[config.mk]
export PLATFORM = sky130hd
export DESIGN_NAME = ops_top
export DESIGN_NICKNAME = d
export VERILOG_FILES = /design/src/rtl/ops_pkg.sv /design/src/rtl/ops_addr_decode.sv /design/src/rtl/ops_pin_route.sv /design/src/rtl/ops_top.sv
export SDC_FILE = /design/constraint.sdc
export NUM_CORES = 1
export LEC_CHECK = 0
export BUFFER_PORTS_ARGS = -buffer_cell sky130_fd_sc_hd__buf_2
export CAP_MARGIN = 20
export CELL_PAD_IN_SITES_DETAIL_PLACEMENT = 1
export CELL_PAD_IN_SITES_GLOBAL_PLACEMENT = 2
export CORE_MARGIN = 3
export CORE_UTILIZATION = 32
export DETAILED_ROUTE_END_ITERATION = 6
export MAX_ROUTING_LAYER = met4
export PLACE_DENSITY = 0.76
export SLEW_MARGIN = 5
export SYNTH_ARGS = -nofsm -noshare
export SYNTH_HDL_FRONTEND = slang
export SYNTH_SLANG_ARGS = --single-unit
[constraint.sdc]
create_clock -name i_clk -period 7.6 [get_ports i_clk]
set_clock_uncertainty 0.1 [all_clocks]
set_input_delay 1.52 -clock i_clk [delete_from_list [all_inputs] [get_ports i_clk]]
set_output_delay 1.52 -clock i_clk [all_outputs]
set_load 0.01 [all_outputs]
[src/rtl/ops_pkg.sv]
// Shared constants and types for the output pin function select block.
// Assumes one 50 MHz clock and a synchronous active-high reset.
package ops_pkg;

  // ==========================================================
  // Geometry
  localparam int NUM_REGS = 6;
  localparam int NUM_PINS = 12;
  localparam int FIRST_PIN = 64;
  localparam int FIELD_W = 6;
  localparam int REG_W = 16;
  localparam int NUM_FUNCS = 64;
  localparam int IDX_W = 3;
  localparam int ADDR_W = 8;
  localparam int DATA_W = 32;
  localparam int STRB_W = 4;

  // ==========================================================
  // Field positions inside each selection register
  localparam int EVEN_LSB = 0;
  localparam int ODD_LSB = 8;
  localparam int EVEN_STRB = 0;
  localparam int ODD_STRB = 1;

  // ==========================================================
  // Codes and reset values
  localparam logic [FIELD_W-1:0] FUNC_NONE = 6'h00;
  localparam logic [FIELD_W-1:0] SEL_RESET = 6'h00;
  localparam logic [1:0] RESP_OKAY = 2'h0;
  localparam logic [1:0] RESP_SLVERR = 2'h2;

  // ==========================================================
  // Register byte offsets, one aligned word each
  localparam logic [ADDR_W-1:0] OFF_PINS_64_65 = 8'h00;
  localparam logic [ADDR_W-1:0] OFF_PINS_66_67 = 8'h04;
  localparam logic [ADDR_W-1:0] OFF_PINS_68_69 = 8'h08;
  localparam logic [ADDR_W-1:0] OFF_PINS_70_71 = 8'h0C;
  localparam logic [ADDR_W-1:0] OFF_PINS_72_73 = 8'h10;
  localparam logic [ADDR_W-1:0] OFF_PINS_74_75 = 8'h14;
  localparam logic [NUM_REGS-1:0][ADDR_W-1:0] REG_OFFSETS = {
    OFF_PINS_74_75, OFF_PINS_72_73, OFF_PINS_70_71,
    OFF_PINS_68_69, OFF_PINS_66_67, OFF_PINS_64_65
  };

  // ==========================================================
  // Types
  typedef logic [FIELD_W-1:0] ops_field_type;

  // One pin's drive: level and output enable
  typedef struct packed {
    logic out;
    logic oe;
  } ops_pin_type;

  // Whole state of the top module
  typedef struct packed {
    logic aw_held;
    logic [ADDR_W-1:0] aw_addr;
    logic w_held;
    logic [DATA_W-1:0] w_data;
    logic [STRB_W-1:0] w_strb;
    logic bvalid;
    logic [1:0] bresp;
    logic rvalid;
    logic [DATA_W-1:0] rdata;
    logic [1:0] rresp;
    logic [NUM_REGS-1:0][1:0][FIELD_W-1:0] sel;
  } ops_state_type;

  localparam ops_state_type STATE_RESET = '0;

endpackage

[src/rtl/ops_addr_decode.sv]
// Address decoder for the selection registers.
// Assumes the address comes from logic on the same clock.
`timescale 1ns/10ps
module ops_addr_decode
  import ops_pkg::*;
(
  // Address in
  input wire logic [ADDR_W-1:0] i_addr,
  // Decode result
  output logic o_hit,
  output logic [IDX_W-1:0] o_index
);

  // Low address bits are ignored so any byte of a word selects it
  always_comb begin
    o_hit = 1'b0;
    o_index = '0;
    for (int r = 0; r < NUM_REGS; r++) begin
      if (i_addr[ADDR_W-1:2] == REG_OFFSETS[r][ADDR_W-1:2]) begin
        o_hit = 1'b1;
        o_index = IDX_W'(r);
      end
    end
  end

endmodule

[src/rtl/ops_pin_route.sv]
// Routing mux for one remappable output pin.
// Assumes peripheral and port drives come from logic on the same clock.
`timescale 1ns/10ps
module ops_pin_route
  import ops_pkg::*;
(
  // Selection field of this pin
  input wire ops_field_type i_sel,
  // Candidate drives
  input wire ops_pin_type [NUM_FUNCS-1:0] i_periph,
  input wire ops_pin_type i_port,
  // Drive to the pad
  output ops_pin_type o_pin,
  output logic o_remapped
);

  // Kept combinational so peripheral timing reaches the pad unchanged
  always_comb begin
    if (i_sel == FUNC_NONE) begin
      o_pin = i_port;
      o_remapped = 1'b0;
    end else begin
      o_pin = i_periph[i_sel];
      o_remapped = 1'b1;
    end
  end

endmodule

[src/rtl/ops_top.sv]
// Output pin function select: six 16-bit selection registers on AXI4-Lite,
// each steering two of the remappable output pins 64 to 75.
// Assumes an AXI4-Lite master on i_clk and peripheral drives on i_clk.
//
// Notes on behaviour
// - Bits 13:8 select odd pin function
// - Bits 5:0 select even pin function
// - Six-bit field routes numbered peripheral output; code 0 routes the pin's port drive instead
// - Bits 15:14, 7:6 read zero, ignore writes
// - Reset clears every selection field
// - Fields read back last written value
//
// Added by the designer: the AXI4-Lite register port and the address map.
`timescale 1ns/10ps
module ops_top
  import ops_pkg::*;
(
  // Clock and reset
  input wire logic i_clk,
  input wire logic i_rst,
  // AXI4-Lite write address
  input wire logic s_axi_awvalid,
  output logic s_axi_awready,
  input wire logic [ADDR_W-1:0] s_axi_awaddr,
  input wire logic [2:0] s_axi_awprot,
  // AXI4-Lite write data
  input wire logic s_axi_wvalid,
  output logic s_axi_wready,
  input wire logic [DATA_W-1:0] s_axi_wdata,
  input wire logic [STRB_W-1:0] s_axi_wstrb,
  // AXI4-Lite write response
  output logic s_axi_bvalid,
  input wire logic s_axi_bready,
  output logic [1:0] s_axi_bresp,
  // AXI4-Lite read address
  input wire logic s_axi_arvalid,
  output logic s_axi_arready,
  input wire logic [ADDR_W-1:0] s_axi_araddr,
  input wire logic [2:0] s_axi_arprot,
  // AXI4-Lite read data
  output logic s_axi_rvalid,
  input wire logic s_axi_rready,
  output logic [DATA_W-1:0] s_axi_rdata,
  output logic [1:0] s_axi_rresp,
  // Peripheral outputs, indexed by function number
  input wire ops_pin_type [NUM_FUNCS-1:0] i_periph,
  // Ordinary port drive per pin, index 0 is pin 64
  input wire ops_pin_type [NUM_PINS-1:0] i_port,
  // Pad drive per pin, index 0 is pin 64
  output ops_pin_type [NUM_PINS-1:0] o_pin,
  output logic [NUM_PINS-1:0] o_remapped
);

  // ==========================================================
  // State
  ops_state_type state;
  ops_state_type next_state;
  logic wr_hit;
  logic [IDX_W-1:0] wr_index;
  logic rd_hit;
  logic [IDX_W-1:0] rd_index;
  logic [REG_W-1:0] rd_word;
  logic commit;

  // Protection bits carry no meaning here
  logic unused_prot;
  assign unused_prot = ^{s_axi_awprot, s_axi_arprot};

  // ==========================================================
  // Address decode
  // Write decode looks at the held address, read decode at the live one
  ops_addr_decode u_wr_decode (
    .i_addr(state.aw_addr),
    .o_hit(wr_hit),
    .o_index(wr_index)
  );

  ops_addr_decode u_rd_decode (
    .i_addr(s_axi_araddr),
    .o_hit(rd_hit),
    .o_index(rd_index)
  );

  // ==========================================================
  // Handshake outputs
  // Address and data are taken in either order; each side holds one
  assign s_axi_awready = !state.aw_held;
  assign s_axi_wready = !state.w_held;
  assign s_axi_arready = !state.rvalid;
  assign s_axi_bvalid = state.bvalid;
  assign s_axi_bresp = state.bresp;
  assign s_axi_rvalid = state.rvalid;
  assign s_axi_rdata = state.rdata;
  assign s_axi_rresp = state.rresp;

  // A write commits once both halves are held and no response waits
  assign commit = state.aw_held && state.w_held && !state.bvalid;

  // Read word: unimplemented bits stay zero whatever was written
  always_comb begin
    rd_word = '0;
    rd_word[ODD_LSB +: FIELD_W] = state.sel[rd_index][1];
    rd_word[EVEN_LSB +: FIELD_W] = state.sel[rd_index][0];
  end

  // ==========================================================
  // Next state
  always_comb begin
    next_state = state;
    // Capture write address
    if (s_axi_awvalid && !state.aw_held) begin
      next_state.aw_held = 1'b1;
      next_state.aw_addr = s_axi_awaddr;
    end
    // Capture write data
    if (s_axi_wvalid && !state.w_held) begin
      next_state.w_held = 1'b1;
      next_state.w_data = s_axi_wdata;
      next_state.w_strb = s_axi_wstrb;
    end
    // Retire a taken write response
    if (state.bvalid && s_axi_bready) begin
      next_state.bvalid = 1'b0;
    end
    // Commit the write; only the field bits are stored
    if (commit) begin
      if (wr_hit) begin
        if (state.w_strb[ODD_STRB]) begin
          next_state.sel[wr_index][1] = state.w_data[ODD_LSB +: FIELD_W];
        end
        if (state.w_strb[EVEN_STRB]) begin
          next_state.sel[wr_index][0] = state.w_data[EVEN_LSB +: FIELD_W];
        end
        next_state.bresp = RESP_OKAY;
      end else begin
        next_state.bresp = RESP_SLVERR;
      end
      next_state.bvalid = 1'b1;
      next_state.aw_held = 1'b0;
      next_state.w_held = 1'b0;
    end
    // Retire a taken read response
    if (state.rvalid && s_axi_rready) begin
      next_state.rvalid = 1'b0;
    end
    // Accept a read; an unmapped word answers zero with an error
    if (s_axi_arvalid && !state.rvalid) begin
      next_state.rvalid = 1'b1;
      if (rd_hit) begin
        next_state.rdata = {{(DATA_W-REG_W){1'b0}}, rd_word};
        next_state.rresp = RESP_OKAY;
      end else begin
        next_state.rdata = '0;
        next_state.rresp = RESP_SLVERR;
      end
    end
  end

  // ==========================================================
  // State register
  always_ff @(posedge i_clk) begin
    if (i_rst) begin
      state <= STATE_RESET;
    end else begin
      state <= next_state;
    end
  end

  // ==========================================================
  // Pin routing, one mux per pin; pin pair r holds pins 2r and 2r+1
  for (genvar p = 0; p < NUM_PINS; p++) begin : g_pin
    ops_pin_route u_route (
      .i_sel(state.sel[p / 2][p % 2]),
      .i_periph(i_periph),
      .i_port(i_port[p]),
      .o_pin(o_pin[p]),
      .o_remapped(o_remapped[p])
    );
  end

endmodule

## Yosys cells after proc, flatten, opt, wreduce, memory -nomap -nowiden

Index checks and enable logic that the tools add are counted.

- $lt $le $gt $ge: 15
- Equal/unequal tests: 10
- Multiplexer cells: 88
- Reduce and logical (&&, ||, !) cells: 30

Operator list:

| kind | number |
|---|---|
| 72-bit 2-to-1 mux | 4 |
| 2-bit binary-select mux with 6-bit select | 12 |
| 72-bit bitwise mux | 2 |
| 6-bit zero test | 14 |
| 6-bit by 7-bit < comparator with 1-bit output (second input constant) | 12 |
| 12-bit demux with 3-bit select | 2 |
| 2-bit 2-to-1 mux | 29 |
| 12-bit binary-select mux with 3-bit select | 1 |
| 35-bit 2-to-1 mux | 1 |
| 1-bit 2-to-1 mux | 28 |
| 6-bit by 2-bit equality test with 1-bit output (second input constant) | 4 |
| 6-bit by 3-bit equality test with 1-bit output (second input constant) | 4 |
| 12-bit 2-to-1 mux | 2 |
| 16-bit 2-to-1 mux | 1 |
| 3-bit 2-to-1 mux | 5 |
| 6-bit by 1-bit equality test with 1-bit output (second input constant) | 2 |
| 1-bit logical AND | 8 |
| 3-bit by 4-bit < comparator with 1-bit output (second input constant) | 2 |
| 6-bit 2-to-1 mux | 1 |
| 1-bit zero test | 4 |
| 2-bit nonzero test | 2 |
| 3-bit by 1-bit >= comparator with 1-bit output (second input constant) | 1 |
| 2-bit AND reduction | 1 |
| 2-bit OR reduction | 1 |

- Register bits: 136
- Input bits: 217
- Word-level logic and storage cells: 165

## Logic depth before layout (Yosys ltp)

Gate-level depths: netlist (run 1).

- Depth after elaboration: 16
- Mapped depth: 9
- Mapped depth without buffers: 6

## Hierarchy

From an unflattened synthesis (run 1), not the netlist that was laid out.

- Cell total of the unflattened synthesis: 1,966
- Area total of the unflattened synthesis: 20,176.9 µm²

Modules (own cells, without submodules):

| module | times used | cells an instance | area each (µm²) |
|---|---|---|---|
| ops_pin_route | 12 | 119 | 1,228.7 |
| ops_top | 1 | 526 | 5,337.6 |
| ops_addr_decode | 2 | 6 | 47.5 |

## Least setup slack after synthesis (run 1)

Ideal clock, no wire load.

- Path type: input to output
- Start: in i_periph[122] (netlist name)
- End: out o_pin[16] (netlist name)
- Data arrival time: 2.946 ns
- Setup slack: 3.034 ns
- Cell stages on the path: 5
- Buffers on the path: 1
- Cell sequence: clkbuf_1 -> mux4_1 -> mux4_2 -> a32oi_1 -> nand3_1

RTL lines:

| item | line | RTL |
|---|---|---|
| start: declaration | ops_top.sv:46 | `input wire ops_pin_type [NUM_FUNCS-1:0] i_periph,` |
| end: declaration | ops_top.sv:50 | `output ops_pin_type [NUM_PINS-1:0] o_pin,` |

==> results_dict.tcl, run 1 <==
set metrics [dict create \
    max_slew_margin 0.170 \
    nets 1822 \
    critPathCaptureType "output port" \
    clk_latency_ns 0.36 \
    placedCellCount 2349 \
    synth_common_cells "mux4_2 (425), clkbuf_1 (202), nand2_1 (155), mux2i_1 (118), dfxtp_1 (110)" \
    synth_warnings 0 \
    vias 16700 \
    final_util 0.344 \
    period_share 0.691 \
    netlist_area_sq_mm 0.0184 \
    dieArea_sq_mm 0.0604 \
    ys_top_cells_by_area "mux4_2 (52%), dfxtp_1 (12%), mux2i_1 (6.4%)" \
    antenna_found_initial 6 \
    grt_pass1_wl_microns 121000 \
    grt_pass1_vias 17100 \
    cp.arrival_ns 3.63 \
    finalCriticalPeriod_ns 5.25 \
    min_from "s_axi_rdata[8]" \
    leakage_nw 6.30 \
    slowest_delay_ns 0.65 \
    io_pins 294 \
    path_cells "buf_2 > mux4_2 > mux2_2 > a2111oi_0 > buf_4 > nor4_1 > buf_2" \
    routedWlPerCell_microns 35.3 \
    io_buffers 239 \
    rows 87 \
    outcome "complete, no violations" \
    layout-drive-gt1-share 0.460 \
    synth_top_area_frac 0.520 \
    p_total_mw 1.57 \
    clock_path_buffers 2 \
    maxCapViolCount 0 \
    syn_to_final_growth_pct 5.64 \
    cp_max_fo 12 \
    cts_resized 0 \
    r2r_start "state[154]" \
    overflow 0 \
    grt_start_max_net_pins 100 \
    ys_ff_latch 110 \
    ys_seq_area_frac 0.120 \
    nFillCells 6255 \
    ys_async_sr_fraction 0 \
    cp_top_family "multiplexers" \
    r2r_cells 5 \
    power.density_mw_per_mm2 80.8 \
    grt_usage 0.280 \
    syn_area_per_cell_sq_um 11.2 \
    synth_edf_count 0 \
    yosysTopAreaCell "mux4_2" \
    hold_depth 2 \
    synthDistinctLibCells 59 \
    rsz0062_at_grt "no" \
    path_buf_inv 3 \
    core_area_sq_mm 0.0566 \
    htree_levels 3 \
    clock_sinks 110 \
    tritoncts "done" \
    fin_setup_tns_ns 0 \
    ant_nets 0 \
    route.detailed.drc 0 \
    postSynthCellCount 1641 \
    drt_iter0_drc 2039 \
    yosysMostFrequentCell "mux4_2" \
    finalSetupViolCount 0 \
    cts_buffers 9 \
    place_hpwl_microns 59300 \
    die_w_microns 246 \
    required_ns 5.98 \
    finalWirelength_microns 83700 \
    crit_path_frequent_cell "buf_2" \
    vias_per_cell 7.06 \
    hold_violations 0 \
    clock.fmax_ghz 0.191 \
    worst_slew_pin_slew_ns 1.24 \
    post_cts_buffers 0 \
    critPathLaunch "i_periph[47]" \
    start_util 0.325 \
    peakVddDrop_uv 103 \
    critPathSlowestCell "a2111oi_0" \
    crit_type "in -> out" \
    hp-class "reg -> reg" \
    clk_pin_slew_ns 0.07 \
    place_congestion 0.981 \
    report.final.slew_viol_count 0 \
    holdWs_ns 0.358 \
    first_pass_iters 5 \
    synthFlopType "dfxtp_1" \
    cts-root-buf "clkbuf_16" \
    finalNonFillerCells 2369 \
    ctsHoldBuffers 0 \
    die_y_microns 246 \
    critical_path_depth 7 \
    start_kind "primary input" \
]
## layer usage
layer	routed length, microns	GRT usage	vias up	share of wire
li1	-	-	6418	-
met1	29200	0.339	8620	0.35
met2	37800	0.421	1387	0.45
met3	11000	0.0831	304	0.13
met4	5640	0.146	0	0.067
met5	0	-	-	0
## path summary, 6_finish.rpt
path / to / slack [ns]
setup / recovery: o_pin[19] / 2.35
hold / removal: s_axi_rdata[8] / 0.36
setup reg to reg: state[11] / 5.10
hold reg to reg: s_axi_rdata[8] / 0.36
## power by group
group	switching, mW	internal (mW)
registers	0.0156	0.585
logic	0.292	0.219
clock network	0.227	0.234
## cell usage in the layout, fill, tap and decap left out, drive strengths merged, types with 2 or more instances in the layout
cell type  Yosys  layout
and3b          2       2
diode          0       4
nand4         42      42
a2111oi        3       3
nor3           3       3
o22ai          3       3
conb           1      22
nor2          99      99
mux4         438     438
clkinvlp       0       2
nand2        156     156
a22oi         20      20
a21oi         47      47
dfxtp        110     110
clkbuf       204      10
a32oi         20      20
nand3b         7       7
nand4b         2       2
nand2b         6       6
a31oi          2       2
a311oi         2       2
mux2           7       7
buf          139     275
o21ai         35      35
a22o           9       9
o21a           2       2
nor4b         10      10
o211ai         3       3
nor4           5       5
mux2i        118     118
nor2b         57      57
nand3         51      51
a211oi         2       2
inv           19      22
## worst reg2reg max path, cell delays in order (launching register included)
cell	delay (ns)
dfxtp_1	0.31
nor3_1	0.40
nand4b_1	0.55
or3_1	0.70
mux2i_1	0.23
nor2_1	0.06
## logic make-up after synthesis
group           share of synthesized area
mux                                 0.607
other cells                      0.000204
flops                               0.120
compound gates                     0.0576
simple gates                        0.116
buf+inv                            0.0996
## state kept, by name (all words and copies together), names as in the netlist
name	count
s_axi_rresp	1
s_axi_bresp	1
s_axi_rvalid	1
s_axi_bvalid	1
s_axi_rdata	12
state	94
## area by class of cell
type                       count  area [sq um]  area share
clock inverter                 5          41.3     0.00212
clock buffer                  10           239      0.0123
antenna                        4          10.0    0.000515
timing repair buffer         275          1470      0.0755
multi-input combinational   1190         14500       0.743
tap                          756           946      0.0486
inverter                      19          71.3     0.00367
sequential                   110          2220       0.114
## per-stage QoR
stage,worst slack [ns],instance area (sq um)
after floorplan,3.03,18500
after global placement,2.48,19100
after detailed placement,2.39,19100
after CTS,2.37,19400
after global routing,2.34,19400
final,2.35,19400
No activity file was read; power rests on OpenSTA's default activity.
==> run 2, diff against run 1 <==
Settings changed: ABC_AREA from default to 1, CORE_UTILIZATION 32 to 29, PLACE_DENSITY 0.76 to 0.88.
Clock period 7.6 ns to 5.35 ns, I/O delays scaled along.
==> run 2 against run 1 <==
Combinational power rose by 55%. Critical path depth rose by 5. Routed wire length rose by 49%. Global-route usage rose by 5.2 points. Clock-buffer cell count rose by 1. Cell area rose by 9.6%. Synthesized cell count rose by 140%. Flip-flop and latch count did not move. Sequential power rose by 44%. Cell count rose by 100%.
==> results_dict.tcl, run 2 <==
set metrics [dict create \
    outcome "complete, no violations" \
    regMostFlops "state" \
    overflow 0 \
    syn_to_final_growth_pct 5.21 \
    r2r_cells 6 \
    final_common_cell "nand2_1" \
    synth_warnings 0 \
    final_cell_mix "nand2_1 (1211), nand3_1 (652), a21oi_1 (394)" \
    synthDistinctLibCells 41 \
    cp-endpoint "o_pin[23]" \
    cp.arrival_ns 3.39 \
    synth_edf_count 0 \
    htree_levels 3 \
    clock_sinks 110 \
    postSynthCellCount 3936 \
    vias 29100 \
    first_pass_iters 6 \
    yosysMostFrequentCell "nand2_1" \
    synth-simple-area-share 0.431 \
    start_util 0.294 \
    max_slew_margin 0.123 \
    io_buffers 239 \
    yosysTopAreaCell "nand2_1" \
    clock.fmax_ghz 0.219 \
    place_hpwl_microns 92000 \
    clock_path_buffers 2 \
    hp-class "reg -> reg" \
    ant_nets 0 \
    critPathLaunch "state[67]" \
    ys_top_cells_by_area "nand2_1 (22%), nand3_1 (16%), o211ai_1 (12%)" \
    tritoncts "done" \
    die_w_microns 270 \
    synth_top_area_frac 0.224 \
    dpl_cell_area_sq_mm 0.0210 \
    grt_pass1_wl_microns 180000 \
    synth_common_cells "nand2_1 (1211), nand3_1 (652), a21oi_1 (394), o21ai_0 (366), o211ai_1 (320)" \
    synth_fa_ha_area_frac 0 \
    largest_reg_flops 94 \
    synthMuxAreaShare 0 \
    crit_path_frequent_cell "nand2_1" \
    synth_compound_area_frac 0.314 \
    cts-root-buf "clkbuf_16" \
    ys_async_sr_fraction 0 \
    start_kind "flop" \
    ys_ff_latch 110 \
    rows 96 \
    vias_per_cell 6.13 \
    dieArea_sq_mm 0.0731 \
    hold_violations 0 \
    netlist_area_sq_mm 0.0203 \
    r2r_start "state[0]" \
    cts_buffers 9 \
    hold_depth 2 \
    cp_max_fo 20 \
    grt_usage 0.332 \
    worst_slew_pin_slew_ns 1.30 \
    ys_seq_area_frac 0.109 \
    cts_resized 0 \
    io_pins 294 \
    post_cts_buffers 0 \
    critPathCaptureType "output port" \
    synthFlopType "dfxtp_1" \
    synth_top_family_by_area "simple AND/OR/NAND/NOR gates" \
    fin_setup_tns_ns 0 \
    core_area_sq_mm 0.0689 \
    peakVddDrop_uv 150 \
    die_y_microns 270 \
    maxCapViolCount 0 \
    finalSetupViolCount 0 \
    leakage_nw 7.99 \
    fin_area_sq_mm 0.0213 \
    ctsHoldBuffers 0 \
    critPathSlowestCell "dfxtp_1" \
    clk_latency_ns 0.35 \
    grt_start_max_net_pins 113 \
    synth_xor_area_frac 0 \
    antenna_found_initial 2 \
    syn_area_per_cell_sq_um 5.15 \
    path_cells "inv_1 > nand3_1 > nand2_1 > nand2_1 > nand3_1 > nand3_1 > nand2_1 > nand2_1 > nand2_1 > nand2_1 > nand2_1 > buf_2" \
    grt_pass1_vias 26600 \
    place_congestion 1.04 \
    route.detailed.drc 0 \
    period_share 0.853 \
    drt_iter0_drc 3954 \
    critical_path_depth 12 \
    routedWlPerCell_microns 26.2 \
    slowest_delay_ns 0.84 \
    crit_type "reg -> out" \
    finalCriticalPeriod_ns 4.56 \
    required_ns 4.18 \
    layout-drive-gt1-share 0.0973 \
    cp_top_family "simple AND/OR/NAND/NOR gates" \
    rsz0062_at_grt "no" \
    report.final.slew_viol_count 0 \
    clk_pin_slew_ns 0.08 \
    reg2reg_slack_ns 2.73 \
    path_buf_inv 2 \
    nets 4024 \
    power.density_mw_per_mm2 109 \
    finalWirelength_microns 124000 \
    timing.rr.end "s_axi_rdata[0]" \
]
run 2: cell types whose count changed in the layout (fill, tap and decap cells not counted), moves of 317 or more:
cell      previous run  this run
nand2_1            155      1211
nand3_1             51       652
mux4_2             425         0
a21oi_1             47       394
o21ai_0             24       366
o211ai_1             3       320
run 2: routing by layer:
metal	vias to the layer above	global-route usage	wire, microns
li1	13000	-	-
met1	13800	0.425	49700
met2	1842	0.488	52700
met3	440	0.0737	14800
met4	0	0.167	7310
met5	-	-	0
run 2: report_power, final:
part / leakage (nW) / internal (mW) / switching, mW / total, mW
logic: 6.95 / 0.203 / 0.590 / 0.793
clock network: 0.134 / 0.334 / 0.321 / 0.655
registers: 0.906 / 0.830 / 0.0359 / 0.866
total: 7.99 / 1.37 / 0.946 / 2.31
run 2: logic make-up (layout without fill, tap and decap cells):
logic type / count (synthesis) / in the layout
simple gates: 2050 / 2050
flops: 110 / 110
compound gates: 1099 / 1099
other cells: 1 / 24
buf+inv: 676 / 531
run 2: cell type report:
| type | count | area (sq um) |
|---|---|---|
| multi-input cells | 3171 | 15200 |
| well taps | 931 | 1160 |
| repair buffers | 295 | 1620 |
| clock inverters | 5 | 41.3 |
| clock buffers | 11 | 243 |
| flip-flops and latches | 110 | 2250 |
| fillers | 9632 | 47600 |
| diodes | 2 | 5.00 |
| inverters | 220 | 828 |
run 2: per-stage QoR:
stage / setup slack, ns / total power [mW] / hold WS (ns) / utilization / std cells
6_report: 0.787 / 2.31 / 0.373 / 0.309 / 4745
2_1_floorplan: 2.12 / 1.31 / 0.346 / - / 3957
3_3_place_gp: 1.27 / 1.64 / 0.350 / 0.305 / 4727
3_5_place_dp: 1.28 / 1.65 / 0.357 / 0.305 / 4727
4_1_cts: 0.881 / 2.30 / 0.369 / 0.309 / 4743
5_1_grt: 0.532 / 2.41 / 0.393 / 0.309 / 4744
run 2: worst min-delay path by stage:
stage	startpoint	to
2_1_floorplan	s_axi_rdata[0]	s_axi_rdata[0]
3_3_place_gp	s_axi_rdata[13]	s_axi_rdata[13]
3_5_place_dp	s_axi_rdata[13]	s_axi_rdata[13]
4_1_cts	s_axi_rdata[13]	s_axi_rdata[13]
5_1_grt	s_axi_rdata[13]	s_axi_rdata[13]
6_report	s_axi_rdata[12]	s_axi_rdata[12]
run 2: worst register-to-register path: cells and delay by family, from the launching register on:
kind | cells | cell delay (ns)
and+or+nand+nor | 3 | 0.29
buffers and inverters | 1 | 0.68
DFF | 1 | 1.01
AOI/OAI and AO/OA | 2 | 0.48
